File: config.mk
export PLATFORM = sky130hd
export DESIGN_NAME = asw_host
export DESIGN_NICKNAME = d
export VERILOG_FILES = /design/src/design/asw_pkg.sv /design/src/design/asw_host.sv
export SDC_FILE = /design/constraint.sdc
export NUM_CORES = 1
export LEC_CHECK = 0
export BUFFER_PORTS_ARGS = -buffer_cell sky130_fd_sc_hd__buf_2
export CORE_MARGIN = 5
export CORE_UTILIZATION = 51
export CTS_CLUSTER_DIAMETER = 80
export DETAILED_ROUTE_END_ITERATION = 8
export GPL_TIMING_DRIVEN = 0
export PLACE_DENSITY = 0.95
export SYNTH_ARGS = -nofsm -noshare
export SYNTH_HDL_FRONTEND = slang
export SYNTH_SLANG_ARGS = --single-unit
File: constraint.sdc
create_clock -name sys_clk -period 4.85 [get_ports sys_clk]
set_clock_uncertainty 0.05 [all_clocks]
set_input_delay 1.2125 -clock sys_clk [delete_from_list [all_inputs] [get_ports sys_clk]]
set_output_delay 1.2125 -clock sys_clk [all_outputs]
set_load 0.005 [all_outputs]
File: src/design/asw_pkg.sv
`default_nettype none
package asw_pkg;
   localparam int ADDR_W = 18;
   localparam int DATA_W = 16;
   localparam int BYTE_W = 8;
   localparam int CLK_PERIOD_NS = 50;
   localparam int T_ACCESS_NS = 45;
   localparam int T_WRITE_PULSE_NS = 35;
   localparam int T_TURN_NS = 20;
   localparam int ACCESS_CYC = (T_ACCESS_NS + CLK_PERIOD_NS - 1) / CLK_PERIOD_NS;
   localparam int WRITE_CYC = (T_WRITE_PULSE_NS + CLK_PERIOD_NS - 1) / CLK_PERIOD_NS;
   localparam int TURN_CYC = (T_TURN_NS + CLK_PERIOD_NS - 1) / CLK_PERIOD_NS;
   localparam int CNT_W = 4;
   localparam logic [CNT_W-1:0] CNT_ZERO = 4'h0;
   localparam logic [CNT_W-1:0] CNT_ONE = 4'h1;
   localparam logic [1:0] BE_NONE = 2'h0;
   typedef enum logic [2:0] {
      ASW_IDLE, ASW_RD_SETUP, ASW_RD_WAIT, ASW_WR_PULSE, ASW_WR_END, ASW_TURN
   } asw_state_e;
   typedef struct packed {
      logic primary_select_n;
      logic secondary_select;
      logic write_n;
      logic out_drive_n;
      logic upper_byte_sel_n;
      logic lower_byte_sel_n;
   } asw_ctrl_s;
   localparam asw_ctrl_s CTRL_IDLE = '{1'b1, 1'b0, 1'b1, 1'b1, 1'b1, 1'b1};
endpackage : asw_pkg
`default_nettype wire

File: src/design/asw_host.sv
// Functional notes
// - Controller holds write strobe high through every read.
// - Controller sets address on the same clock edge that selects go low.
// - Data held stable around the edge that ends the write.
// - Controller does not drive lanes while device drives them.
`default_nettype none
module asw_host
   import asw_pkg::*;
#(
   parameter int AW = ADDR_W,
   parameter int DW = DATA_W
) (
   input wire logic sys_clk,
   input wire logic reset_n,
   input wire logic req_valid,
   input wire logic req_write,
   input wire logic [AW-1:0] req_addr,
   input wire logic [DW-1:0] req_wdata,
   input wire logic [1:0] req_be,
   output logic req_ready,
   output logic rsp_valid,
   output logic [DW-1:0] rsp_rdata,
   output logic [AW-1:0] mem_addr,
   output asw_ctrl_s mem_ctrl,
   output logic [DW-1:0] mem_data_out,
   output logic mem_data_oe,
   input wire logic [DW-1:0] mem_data_in
);
   asw_state_e state_ff, nxt_state;
   logic [CNT_W-1:0] cnt_ff, nxt_cnt;
   logic [1:0] be_ff;
   logic [DW-1:0] lane_mask;
   logic [1:0] be_nxt;

   // Empty byte enables are never taken, so no write opens without a byte select
   wire take = req_ready && req_valid && (req_be != BE_NONE);
   wire cnt_done = (cnt_ff == CNT_ZERO);
   // Pins follow the request in the very cycle it is taken
   assign be_nxt = take ? req_be : be_ff;
   // Unselected lanes float at the device, so mask them
   assign lane_mask = {{BYTE_W{be_ff[1]}}, {BYTE_W{be_ff[0]}}};

   // Counts round up to whole clocks, so a slower clock only adds margin
   always_comb begin
      nxt_state = state_ff;
      nxt_cnt = cnt_done ? CNT_ZERO : cnt_ff - CNT_ONE;
      case (state_ff)
         ASW_IDLE: begin
            if (take) begin
               nxt_state = req_write ? ASW_WR_PULSE : ASW_RD_SETUP;
               nxt_cnt = req_write ? CNT_W'(WRITE_CYC - 1) : CNT_W'(ACCESS_CYC);
            end
         end
         ASW_RD_SETUP: begin
            nxt_state = ASW_RD_WAIT;
         end
         ASW_RD_WAIT: begin
            if (cnt_done) begin
               nxt_state = ASW_TURN;
               nxt_cnt = CNT_W'(TURN_CYC);
            end
         end
         ASW_WR_PULSE: begin
            if (cnt_done) begin
               nxt_state = ASW_WR_END;
            end
         end
         ASW_WR_END: begin
            nxt_state = ASW_IDLE;
         end
         ASW_TURN: begin
            // Gap lets the device release its lanes before we drive them again
            if (cnt_done) begin
               nxt_state = ASW_IDLE;
            end
         end
         default: begin
            nxt_state = ASW_IDLE;
         end
      endcase
   end

   always_ff @(posedge sys_clk or negedge reset_n) begin
      if (!reset_n) begin
         state_ff <= ASW_IDLE;
         cnt_ff <= CNT_ZERO;
      end else begin
         state_ff <= nxt_state;
         cnt_ff <= nxt_cnt;
      end
   end

   // Address, data and lanes latch at accept and hold to the end
   always_ff @(posedge sys_clk or negedge reset_n) begin
      if (!reset_n) begin
         mem_addr <= '0;
         mem_data_out <= '0;
         be_ff <= BE_NONE;
      end else if (take) begin
         mem_addr <= req_addr;
         mem_data_out <= req_wdata;
         be_ff <= req_be;
      end
   end

   // Select and byte selects assert and release together; the write strobe asserts with them but releases a cycle earlier
   always_ff @(posedge sys_clk or negedge reset_n) begin
      if (!reset_n) begin
         mem_ctrl <= CTRL_IDLE;
         mem_data_oe <= 1'b0;
      end else begin
         mem_ctrl <= CTRL_IDLE;
         mem_data_oe <= 1'b0;
         if (nxt_state == ASW_RD_SETUP || nxt_state == ASW_RD_WAIT) begin
            mem_ctrl.primary_select_n <= 1'b0;
            mem_ctrl.secondary_select <= 1'b1;
            mem_ctrl.write_n <= 1'b1;
            mem_ctrl.out_drive_n <= 1'b0;
            mem_ctrl.upper_byte_sel_n <= ~be_nxt[1];
            mem_ctrl.lower_byte_sel_n <= ~be_nxt[0];
         end else if (nxt_state == ASW_WR_PULSE || nxt_state == ASW_WR_END) begin
            mem_ctrl.primary_select_n <= 1'b0;
            mem_ctrl.secondary_select <= 1'b1;
            // Output drive kept high so the device never fights us
            mem_ctrl.out_drive_n <= 1'b1;
            // Strobe rises a cycle before select, so the strobe edge ends the write
            mem_ctrl.write_n <= (nxt_state == ASW_WR_END);
            mem_ctrl.upper_byte_sel_n <= ~be_nxt[1];
            mem_ctrl.lower_byte_sel_n <= ~be_nxt[0];
            mem_data_oe <= 1'b1;
         end
      end
   end

   always_ff @(posedge sys_clk or negedge reset_n) begin
      if (!reset_n) begin
         rsp_valid <= 1'b0;
         rsp_rdata <= '0;
         req_ready <= 1'b0;
      end else begin
         rsp_valid <= (state_ff == ASW_RD_WAIT) && cnt_done;
         if ((state_ff == ASW_RD_WAIT) && cnt_done) begin
            rsp_rdata <= mem_data_in & lane_mask;
         end
         req_ready <= (nxt_state == ASW_IDLE) && !take;
      end
   end

   // Pin sequencing as the memory sees it
   chk_read_no_write: assert property (@(posedge sys_clk) disable iff (!reset_n)
      !mem_ctrl.out_drive_n |-> mem_ctrl.write_n && !mem_data_oe)
      else $error("write strobe low during read");
   chk_drive_only_write: assert property (@(posedge sys_clk) disable iff (!reset_n)
      mem_data_oe |-> !mem_ctrl.primary_select_n && mem_ctrl.out_drive_n)
      else $error("data driven outside write");
   chk_data_hold_end: assert property (@(posedge sys_clk) disable iff (!reset_n)
      $rose(mem_ctrl.write_n) && !mem_ctrl.primary_select_n |-> mem_data_oe && $stable(mem_data_out))
      else $error("data not held at write end");
   chk_addr_stable: assert property (@(posedge sys_clk) disable iff (!reset_n)
      !mem_ctrl.primary_select_n && !$past(mem_ctrl.primary_select_n) |-> $stable(mem_addr))
      else $error("address moved during access");
   chk_write_ends: assert property (@(posedge sys_clk) disable iff (!reset_n)
      $fell(mem_ctrl.write_n) |-> ##[1:8] mem_ctrl.write_n)
      else $error("write never ended");
   chk_select_pair: assert property (@(posedge sys_clk) disable iff (!reset_n)
      mem_ctrl.primary_select_n == !mem_ctrl.secondary_select)
      else $error("select pair mismatch");
   chk_read_resp: assert property (@(posedge sys_clk) disable iff (!reset_n)
      take && !req_write |-> ##[2:8] rsp_valid)
      else $error("read response missing");
   chk_idle_float: assert property (@(posedge sys_clk) disable iff (!reset_n)
      mem_ctrl.primary_select_n |-> !mem_data_oe && mem_ctrl.upper_byte_sel_n)
      else $error("lanes active while deselected");
   chk_write_bytes: assert property (@(posedge sys_clk) disable iff (!reset_n)
      !mem_ctrl.write_n |-> !(mem_ctrl.upper_byte_sel_n && mem_ctrl.lower_byte_sel_n))
      else $error("write strobe with no byte select");
   chk_write_drive: assert property (@(posedge sys_clk) disable iff (!reset_n)
      !mem_ctrl.write_n |-> mem_data_oe && mem_ctrl.out_drive_n)
      else $error("write without our data on the lanes");
   chk_strobe_first: assert property (@(posedge sys_clk) disable iff (!reset_n)
      $rose(mem_ctrl.write_n) |-> !mem_ctrl.primary_select_n)
      else $error("write not ended by the strobe");
   chk_sel_release: assert property (@(posedge sys_clk) disable iff (!reset_n)
      $rose(mem_ctrl.primary_select_n) |-> mem_ctrl.write_n && !mem_data_oe)
      else $error("lanes still driven after deselect");
   chk_oe_release: assert property (@(posedge sys_clk) disable iff (!reset_n)
      $fell(mem_data_oe) |-> mem_ctrl.primary_select_n)
      else $error("lanes released while still selected");
   chk_addr_at_sel: assert property (@(posedge sys_clk) disable iff (!reset_n)
      $fell(mem_ctrl.primary_select_n) |-> mem_addr == $past(req_addr))
      else $error("address not set when select fell");
   // Request side handshake
   chk_ready_idle: assert property (@(posedge sys_clk) disable iff (!reset_n)
      req_ready |-> mem_ctrl == CTRL_IDLE && !mem_data_oe)
      else $error("ready while pins busy");
   chk_rd_pulse: assert property (@(posedge sys_clk) disable iff (!reset_n)
      rsp_valid |=> !rsp_valid)
      else $error("read response longer than one cycle");
   chk_turn_gap: assert property (@(posedge sys_clk) disable iff (!reset_n)
      rsp_valid |-> !req_ready)
      else $error("no turnaround after read");
   // Main scenarios
   cov_read_full: cover property (@(posedge sys_clk) disable iff (!reset_n)
      take && !req_write && req_be == 2'h3);
   cov_read_upper: cover property (@(posedge sys_clk) disable iff (!reset_n)
      take && !req_write && req_be == 2'h2);
   cov_write_low: cover property (@(posedge sys_clk) disable iff (!reset_n)
      take && req_write && req_be == 2'h1);
   cov_write_high: cover property (@(posedge sys_clk) disable iff (!reset_n)
      take && req_write && req_be == 2'h2);
   cov_resp: cover property (@(posedge sys_clk) disable iff (!reset_n)
      rsp_valid);
endmodule : asw_host
`default_nettype wire

==> results.yml, run 1 <==
synth:
  ys_warn_count: 0
  synthAdderAreaFrac_pct: 0.9054
  ys_seq_area_share_pct: 61.79
  yosys-top-cells-area: "dfrtp_1 57%, nand2_1 17%, mux2i_1 5.8%, dfstp_2 4.8%, inv_1 2.7%"
  synth_top_family_by_area: "simple AND/OR/NAND/NOR gates"
  synth_top_cell_area_share_pct: 57.04
  synthDistinctLibCells: 32
  syn_inst: 281
  yosys.area_share.simple_pct: 20.96
  synth_seq_cells: 68
  synth.avg_cell_area_um2: 9.836
  synthXorXnorAreaFrac_pct: 0.9507
  netlist_area_um2: 2764
  synth_nets: 339
  muxShareOfSynthArea_pct: 5.794
  yosysTopAreaCell: "dfrtp_1"
  synth_compound_area_share_pct: 4.074
timing:
  fin_ws_ns: 2.447
  post-route-period-util_pct: 49.55
  report.final.slew_viol_count: 0
  max_freq_ghz: 0.4161
  rsz0062_at_grt: "false"
  finalSetupTns_ns: 0
  final-setup-viol-count: 0
  worst_pin_slew_ns: 0.8158
  hold_viol_final: 0
  slew_headroom_pct: 45.61
  min_period_ns: 2.403
setup_path:
  crit_chain: "buf_2 > o211ai_1 > clkbuf_1 > buf_1 > nand2_1 > nand2_1"
  required_ns: 5.06
  critPathArrivalTime_ns: 2.62
  cp_slowest_cell: "buf_1"
  max_stage_delay_ns: 0.44
  endpoint_kind: "flop"
  crit_type: "in2reg"
  critPathLaunchType: "input pin"
  cp_common_cell: "nand2_1"
  crit_path_max_fanout: 10
place:
  place.gp.congestion: 0.8054
  dpl.hpwl_um: 4831
  placedCellCount: 465
  pre_cts_ws_ns: 2.133
  io_buffers: 114
layout:
  final_common_cell: "nand2_1"
  nNetsFinal: 464
  multi_input_area_um2: 903.4
  layout_common_cells: "123 x nand2_1, 113 x buf_2, 63 x dfrtp_1"
  synthToLayoutAreaGrowth_pct: 29.79
  diodes: 0
  regArea_um2: 1708
  drive_above_1_share_pct: 32.85
  fin_util_pct: 69.35
  fillers: 430
  fin_cells: 481
detailed_routing:
  wl_um: 6473
  vias: 2310
  top_layer_used: "met4"
  first_pass_iters: 4
  m1WireLength_um: 2682
  drt_iter0_drc: 73
  wire_per_inst_um: 13.46
  drtAntennaViolNets: 0
  met3_length_um: 514
  dr_wl_met2_um: 3207
  via_per_inst: 4.802
  drc: 0
floorplan:
  die_area_um2: 6991
  die_x_um: 83.62
  fp.coreArea_um2: 5172
  io_pins: 115
  dieHeight_um: 83.62
  fp-row-count: 26
  initial_core_util_pct: 53.43
clock_tree:
  cts_made_buffers: 9
  post-cts-setup-buffers: 0
  cts.sinks: 68
  insertion_delay_ns: 0.32
  holdBufCountCts: 0
  cts_tree: "done"
  path_clk_slew_ns: 0.07
  cts.htree.levels: 3
  cts_root_buf: "clkbuf_8"
  clockBufferDepth: 2
  post_cts_resize_count: 0
worst_hold_path:
  hold_class: "reg2reg"
grt:
  overflow: 0
  grt_first_pass_wirelength_um: 10670
  grt_pass1_vias: 2370
  antenna_found_initial: 0
  track_usage_pct: 18.96
  grt_max_degree: 69
power_and_ir_drop:
  p_leak_nw: 1.984
  vdd_ir_drop_max_mv: 0.2998
  powerDensity_nw_per_um2: 616.1
job:
  drv_cap: 0
run_status:
  outcome: "finished, final reports clean"
-- sequential cells by signal, summed over array words and instances, names as in the netlist --
register and flops:
be_ff 2, cnt_ff 4, mem_addr 18, mem_ctrl 6, mem_data_oe 1, mem_data_out 16, req_ready 1, rsp_rdata 16
rsp_valid 1, state_ff 3
-- metal layers --
metal | vias up | global-route usage [%]
li1 | 1129 | -
met1 | 1092 | 21.81
met2 | 82 | 32.03
met3 | 7 | 7.996
met4 | 0 | 5.994
met5 | - | 0
-- path summary, 6_finish.rpt --
| kind | start | endpoint | slack (ns) | cells after the start |
|---|---|---|---|---|
| setup / recovery | req_be[1] | mem_addr[14]$_DFFE_PN0P_ | 2.45 | 6 |
| max in group asynchronous | reset_n | mem_addr[16]$_DFFE_PN0P_ | 3.28 | 1 |
| hold / removal | mem_data_out[0]$_DFFE_PN0P_ | mem_data_out[0]$_DFFE_PN0P_ | 0.42 | 2 |
| min in group asynchronous | reset_n | mem_data_oe$_DFF_PN0_ | 0.94 | 1 |
| setup reg to reg | cnt_ff[0]$_DFF_PN0_ | rsp_rdata[4]$_DFFE_PN0P_ | 2.73 | 7 |
| hold reg to reg | mem_data_out[0]$_DFFE_PN0P_ | mem_data_out[0]$_DFFE_PN0P_ | 0.42 | 2 |
-- report_power, final --
group          switching [W]  leakage (nW)  total (W)  internal, W
logic               0.000463          1.07   0.000846     0.000383
registers           0.000127         0.834   0.000974     0.000848
clock network       0.000190        0.0844   0.000389     0.000199
-- cells in the mapped netlist --
master,n
nand2b_1,1
a31oi_1,1
nand3b_1,2
a21o_1,2
o211ai_1,2
clkinv_4,1
nand4b_1,1
dfrtp_1,63
o211a_1,1
ha_1,2
mux2i_1,16
nand3_1,3
o21a_1,2
nor3b_1,1
nand2_1,123
xnor2_1,3
buf_1,4
buf_12,1
nor2_1,4
clkbuf_1,9
and4b_1,1
and3_1,1
or3_4,1
dfstp_2,5
inv_1,20
nor2b_1,1
nor3_1,1
a221oi_1,2
o41ai_1,1
or3b_4,1
o21ai_0,4
a21oi_1,1
-- kinds of logic (layout without fill, tap and decap cells) --
family	Yosys count	in the layout
muxes	16	16
xor gates and xnor gates	3	3
buffers and inverters	35	165
and+or+nand+nor	141	141
DFF	68	68
adders and majority gates	2	2
AOI/OAI and AO/OA	16	16
-- area by class of cell --
cell class              instances  share of cell area [%]
clock inverters                 2                  0.2790
clock buffers                  14                   4.255
inverters                      21                   2.337
plain buffers                  14                   1.918
flip-flops and latches         68                   47.61
multi-input cells             178                   25.18
repair buffers                114                   15.97
well taps                      70                   2.442
-- worst max-delay path, delay by kind of cell --
| family | cells | cell delay [ns] |
|---|---|---|
| compound gates | 1 | 0.23 |
| buf+inv | 3 | 0.97 |
| simple gates | 2 | 0.20 |
-- metrics by stage --
step	cell area [um2]	hold slack, ns	total power (W)
final	3587	0.4187	0.002210
after detailed placement	3425	0.4093	0.001843
after CTS	3587	0.4261	0.002237
after global routing	3587	0.4470	0.002389
after floorplan	2764	0.4197	0.001444
after global placement	3422	0.4037	0.001782
(Power assumes the default switching activity.)
==> run 2, diff against run 1 <==
--- a/config.mk
+++ b/config.mk
@@ -5,13 +5,14 @@
 export SDC_FILE = /design/constraint.sdc
 export NUM_CORES = 1
 export LEC_CHECK = 0
+export ABC_AREA = 1
 export BUFFER_PORTS_ARGS = -buffer_cell sky130_fd_sc_hd__buf_2
 export CORE_MARGIN = 5
-export CORE_UTILIZATION = 51
+export CORE_UTILIZATION = 43
 export CTS_CLUSTER_DIAMETER = 80
 export DETAILED_ROUTE_END_ITERATION = 8
 export GPL_TIMING_DRIVEN = 0
-export PLACE_DENSITY = 0.95
+export PLACE_DENSITY = 0.88
 export SYNTH_ARGS = -nofsm -noshare
 export SYNTH_HDL_FRONTEND = slang
 export SYNTH_SLANG_ARGS = --single-unit
==> constraint.sdc (replaced) <==
create_clock -name sys_clk -period 2 [get_ports sys_clk]
set_clock_uncertainty 0.05 [all_clocks]
set_input_delay 0.5 -clock sys_clk [delete_from_list [all_inputs] [get_ports sys_clk]]
set_output_delay 0.5 -clock sys_clk [all_outputs]
set_load 0.005 [all_outputs]
==> run 2 against run 1 <==
Compared with the run above:
- clock power rose to 2.7 times the previous value
- critical endpoint is now rsp_rdata[4]$_DFFE_PN0P_
- total power rose by 140%
- core utilization fell by 10 points
- critical path type is now reg2reg
- die area rose by 14%
- via count rose by 3.5%
- routed wire length fell by 0.46%
==> results.yml, run 2 <==
setup_path:
  r2r-start: "cnt_ff[0]$_DFF_PN0_"
  r2r_slack_ns: 0.38
  crit_chain: "inv_1 > ha_1 > nand2_1 > nor2_2 > nand2_4 > clkbuf_1 > o21ai_0"
  max_stage_delay_ns: 0.36
  crit_type: "reg2reg"
  worstReg2RegEnd: "rsp_rdata[4]$_DFFE_PN0P_"
  reg2reg_depth: 7
  critPathLaunchType: "flop"
  crit_path_max_fanout: 10
  endpoint_kind: "flop"
  cp_slowest_cell: "dfrtp_1"
  required_ns: 2.19
  critPathArrivalTime_ns: 1.81
grt:
  track_usage_pct: 16.93
  grt_pass1_vias: 2317
  grt_first_pass_wirelength_um: 10340
  grt_max_degree: 69
  antenna_found_initial: 0
  overflow: 0
layout:
  top_register: "mem_addr"
  fin_util_pct: 58.91
  nNetsFinal: 487
  layout_common_cells: "157 x nand2_1, 117 x buf_2, 63 x dfrtp_1"
  synthToLayoutAreaGrowth_pct: 31.28
  largest_register_ffs: 18
  final_common_cell: "nand2_1"
  drive_above_1_share_pct: 33.87
  top_regs: "mem_addr x18, mem_data_out x16, rsp_rdata x16"
  diodes: 0
synth:
  yosysTopAreaCell: "dfrtp_1"
  synthAdderAreaFrac_pct: 0.9255
  synth.avg_cell_area_um2: 8.894
  ys_seq_area_share_pct: 63.17
  async_flop_share_pct: 100.0
  yosys.area_share.simple_pct: 27.21
  syn_inst: 304
  synth_top_cell_area_share_pct: 58.31
  synth_compound_area_share_pct: 4.118
  synthXorXnorAreaFrac_pct: 0.6478
  ys_warn_count: 0
  muxShareOfSynthArea_pct: 0
  ys_top_cells_by_count: "157 x nand2_1, 63 x dfrtp_1, 19 x o21ai_0, 14 x inv_1, 10 x nor2_1"
  synthDistinctLibCells: 22
  yosysMostFrequentCell: "nand2_1"
  synth_edf_count: 0
  yosys-top-cells-area: "dfrtp_1 58%, nand2_1 22%, dfstp_2 4.9%, o21ai_0 3.5%, inv_1 1.9%"
  yosys_most_used_dff: "dfrtp_1"
  synth_seq_cells: 68
  synth_top_family_by_area: "simple AND/OR/NAND/NOR gates"
  synth_nets: 362
  netlist_area_um2: 2704
timing:
  final-setup-viol-count: 0
  rsz0062_at_grt: "false"
  min_period_ns: 1.625
  slew_headroom_pct: 45.39
  post-route-period-util_pct: 81.24
  hold_viol_final: 0
  worst_pin_slew_ns: 0.8191
  max_freq_ghz: 0.6154
  finalSetupTns_ns: 0
  report.final.slew_viol_count: 0
worst_hold_path:
  hold_class: "in2async"
power_and_ir_drop:
  seq_power_share_pct: 43.4
  internal_power_w: 0.003327
  powerDensity_nw_per_um2: 1466
  pwr-share-comb_pct: 36.4
  vdd_ir_drop_max_mv: 0.7033
  pwr-share-clk_pct: 20.2
  power_switching_w: 0.001877
  power_w: 0.005204
  switching_share_pct: 36.07
  p_leak_nw: 2.046
detailed_routing:
  vias: 2390
  first_pass_iters: 4
  wire_per_inst_um: 12.66
  drt_iter0_drc: 101
  via_per_inst: 4.695
  drtAntennaViolNets: 0
  wl_um: 6443
  drc: 0
run_status:
  outcome: "finished, final reports clean"
clock_tree:
  cts.sinks: 68
  cts_tree: "done"
  cts_made_buffers: 9
  post-cts-setup-buffers: 0
  cts_root_buf: "clkbuf_8"
  insertion_delay_ns: 0.33
  holdBufCountCts: 0
  path_clk_slew_ns: 0.07
  cts.htree.levels: 3
  post_cts_resize_count: 0
  clockBufferDepth: 2
floorplan:
  dieHeight_um: 89.30
  initial_core_util_pct: 44.87
  die_area_um2: 7974
  fp.coreArea_um2: 6026
  io_pins: 115
  fp-row-count: 28
  die_x_um: 89.30
place:
  dpl.hpwl_um: 4926
  place.gp.congestion: 0.8118
  io_buffers: 114
job:
  drv_cap: 0
## run 2: changes by cell type after synthesis, moves of 3 or more
cell      delta
nor2_1       +6
nand2_2      +4
nand2_1     +34
buf_2        +4
o21ai_0     +15
mux2i_1     -16
nor2_2       +4
inv_1        -6
clkbuf_1     -3
## run 2: layout make-up
class	instances	area, um2
multi-input cells	209	889.6
clock inverters	3	40.04
fillers	557	2476
flip-flops and latches	68	1708
clock buffers	13	138.9
well taps	75	93.84
repair buffers	114	573.1
plain buffers	12	50.05
inverters	15	56.30
## run 2: stage by stage
stage / instances / setup WS (ns) / hold WS, ns / instance area [um2]
after detailed placement: 493 / 0.3417 / 0.4030 / 3371
after CTS: 509 / 0.3555 / 0.2453 / 3550
after global placement: 493 / 0.1303 / 0.3999 / 3368
final: 509 / 0.3751 / 0.2047 / 3550
after global routing: 509 / 0.2773 / 0.2996 / 3550
after floorplan: 304 / 0.5964 / 0.1544 / 2704
## run 2: power by group through the flow
stage | clock network (W) | registers [W] | logic [W]
2_1_floorplan | 0 | 0.00231 | 0.00102
5_1_grt | 0.00116 | 0.00232 | 0.00217
6_report | 0.00105 | 0.00226 | 0.00190
4_1_cts | 0.00109 | 0.00226 | 0.00194
3_3_place_gp | 0 | 0.00225 | 0.00185
3_5_place_dp | 0 | 0.00227 | 0.00194
## run 2: worst max path at each step
stage / slack, ns / end / startpoint
final: 0.38 / rsp_rdata[4]$_DFFE_PN0P_ / cnt_ff[0]$_DFF_PN0_
after detailed placement: 0.34 / mem_addr[16]$_DFFE_PN0P_ / req_valid
after CTS: 0.36 / rsp_rdata[4]$_DFFE_PN0P_ / cnt_ff[0]$_DFF_PN0_
after global routing: 0.28 / rsp_rdata[8]$_DFFE_PN0P_ / cnt_ff[0]$_DFF_PN0_
after floorplan: 0.60 / mem_ctrl[0]$_DFF_PN1_ / cnt_ff[0]$_DFF_PN0_
after global placement: 0.13 / mem_addr[0]$_DFFE_PN0P_ / reset_n
## run 2: worst max-delay path: cells and delay by family (launching register included)
kind | cells | cell delay, ns
AOI/OAI and AO/OA | 1 | 0.22
adders and majority gates | 1 | 0.19
buffers and inverters | 2 | 0.34
DFF | 1 | 0.36
and+or+nand+nor | 3 | 0.36
## run 2: cell families after synthesis
| group | count (synthesis) |
|---|---|
| simple gates | 184 |
| xor+xnor | 2 |
| fa+ha+maj | 2 |
| flops | 68 |
| buf+inv | 27 |
| compound gates | 21 |
## run 2: metal layers
metal | global-route usage, % | wire, um | up-vias
li1 | - | - | 1178
met1 | 20.42 | 2613 | 1125
met2 | 28.60 | 3238 | 80
met3 | 4.424 | 513 | 7
met4 | 7.307 | 77 | 0
met5 | 0 | 0 | -
==> run 3, diff against run 2 <==
--- a/config.mk
+++ b/config.mk
@@ -8,11 +8,11 @@
 export ABC_AREA = 1
 export BUFFER_PORTS_ARGS = -buffer_cell sky130_fd_sc_hd__buf_2
 export CORE_MARGIN = 5
-export CORE_UTILIZATION = 43
+export CORE_UTILIZATION = 47
 export CTS_CLUSTER_DIAMETER = 80
 export DETAILED_ROUTE_END_ITERATION = 8
 export GPL_TIMING_DRIVEN = 0
-export PLACE_DENSITY = 0.88
+export PLACE_DENSITY = 0.91
 export SYNTH_ARGS = -nofsm -noshare
 export SYNTH_HDL_FRONTEND = slang
 export SYNTH_SLANG_ARGS = --single-unit
==> constraint.sdc (replaced) <==
create_clock -name sys_clk -period 1.65 [get_ports sys_clk]
set_clock_uncertainty 0.05 [all_clocks]
set_input_delay 0.4125 -clock sys_clk [delete_from_list [all_inputs] [get_ports sys_clk]]
set_output_delay 0.4125 -clock sys_clk [all_outputs]
set_load 0.005 [all_outputs]
==> run 3 against run 2 <==
Compared with the run above:
- count of clock-buffer cells in the layout shrank 2
- fmax grew 4.3%
- combinational power grew 25%
- via count is essentially flat
- first-iteration DRC count shrank 29%
- critical path type unchanged
- largest power group unchanged
==> results.yml, run 3 (same netlist as run 2, synthesis figures left out) <==
timing:
  fin_ws_ns: 0.09214
  hold_viol_final: 0
  final-setup-viol-count: 0
  worst_pin_slew_ns: 0.8032
  slew_headroom_pct: 46.45
  max_freq_ghz: 0.6419
  report.final.slew_viol_count: 0
  finalSetupTns_ns: 0
  hold_slack_ns: 0.1277
  min_period_ns: 1.558
  post-route-period-util_pct: 94.42
layout:
  postLayoutCellArea_um2: 3568
  nNetsFinal: 489
  top_register: "mem_addr"
  regArea_um2: 1708
  multi_input_area_um2: 904.6
  top_regs: "mem_addr x18, mem_data_out x16, rsp_rdata x16"
  final_common_cell: "nand2_1"
  diodes: 0
  drive_above_1_share_pct: 35.78
  fillers: 483
  largest_register_ffs: 18
  layout_common_cells: "156 x nand2_1, 117 x buf_2, 63 x dfrtp_1"
  fin_util_pct: 64.41
  synthToLayoutAreaGrowth_pct: 31.98
floorplan:
  io_pins: 115
  initial_core_util_pct: 48.80
  fp.coreArea_um2: 5540
  die_x_um: 85.85
  die_area_um2: 7369
  dieHeight_um: 85.85
  fp-row-count: 27
clock_tree:
  clockBufferDepth: 2
  cts_tree: "done"
  cts_made_buffers: 9
  insertion_delay_ns: 0.33
  cts.htree.levels: 3
  cts.sinks: 68
  path_clk_slew_ns: 0.07
  cts_root_buf: "clkbuf_8"
run_status:
  outcome: "finished, final reports clean"
grt:
  overflow: 0
  grt_max_degree: 69
  track_usage_pct: 18.23
  grt_pass1_vias: 2443
  grt_first_pass_wirelength_um: 10640
  antenna_found_initial: 0
detailed_routing:
  first_pass_iters: 4
  drc: 0
  drt_iter0_drc: 72
  vias: 2392
  wire_per_inst_um: 12.60
  wl_um: 6402
  via_per_inst: 4.709
  drtAntennaViolNets: 0
place:
  io_buffers: 114
  dpl.hpwl_um: 4838
  dpl_cell_area_um2: 3367
  place.gp.congestion: 0.8548
  pre_cts_ws_ns: -0.02531
setup_path:
  required_ns: 1.85
  critPathLaunchType: "flop"
  critPathArrivalTime_ns: 1.76
  r2r_slack_ns: 0.09
  crit_type: "reg2reg"
  crit_path_max_fanout: 7
  endpoint_kind: "flop"
power_and_ir_drop:
  vdd_ir_drop_max_mv: 0.8903
  p_leak_nw: 2.057
  powerDensity_nw_per_um2: 1766
worst_hold_path:
  hold_class: "in2async"
job:
  drv_cap: 0
run 3: per-layer routing:
metal | up-vias | track usage, % | wire, um
li1 | 1185 | - | -
met1 | 1094 | 20.73 | 2511
met2 | 95 | 31.00 | 3126
met3 | 18 | 6.052 | 593
met4 | 0 | 8.489 | 171
met5 | - | 0 | 0
run 3: worst paths after layout:
kind	from	to	cells past startpoint
setup reg to reg	cnt_ff[0]$_DFF_PN0_	mem_ctrl[0]$_DFF_PN1_	11
setup / recovery	cnt_ff[0]$_DFF_PN0_	mem_ctrl[0]$_DFF_PN1_	11
max in group asynchronous	reset_n	mem_addr[10]$_DFFE_PN0P_	1
hold reg to reg	mem_data_out[3]$_DFFE_PN0P_	mem_data_out[3]$_DFFE_PN0P_	2
min in group sys_clk	req_addr[12]	mem_addr[12]$_DFFE_PN0P_	3
hold / removal	reset_n	rsp_rdata[11]$_DFFE_PN0P_	1
run 3: final cells by class:
cell class	instances	share of cell area [%]
Inverter	15	1.578
Sequential cell	68	47.86
Clock buffer	11	3.962
Tap cell	72	2.525
Multi-Input combinational cell	209	25.35
Clock inverter	5	0.8065
Buffer	12	1.438
Timing Repair Buffer	116	16.48
run 3: report_power, final:
part | switching, W | internal [W] | total, W
sequential | 0.000349 | 0.00239 | 0.00274
combinational | 0.00139 | 0.000991 | 0.00238
clock | 0.000599 | 0.000579 | 0.00118
run 3: repair_timing:
action,in CTS,in global routing
resized for setup,2,6
hold buffers,0,0
buffers inserted,0,2
pin swaps,0,1
setup endpoints to repair,8,23
run 3: critical path: stages (launching register included):
cell and delay (ns):
dfrtp_1 0.38, inv_2 0.08, ha_2 0.19, nand2_1 0.08
nor2_4 0.17, nand2_4 0.10, nand2_2 0.09, nor2_2 0.04
nand2_2 0.08, nand2_2 0.06, nand2_4 0.08, nand2_1 0.06
run 3: metrics by stage:
stage          std cells  total power, W
2_1_floorplan        304        0.004043
5_1_grt              508        0.006855
3_3_place_gp         490        0.004947
3_5_place_dp         490        0.005094
4_1_cts              506        0.006302
6_report             508        0.006301
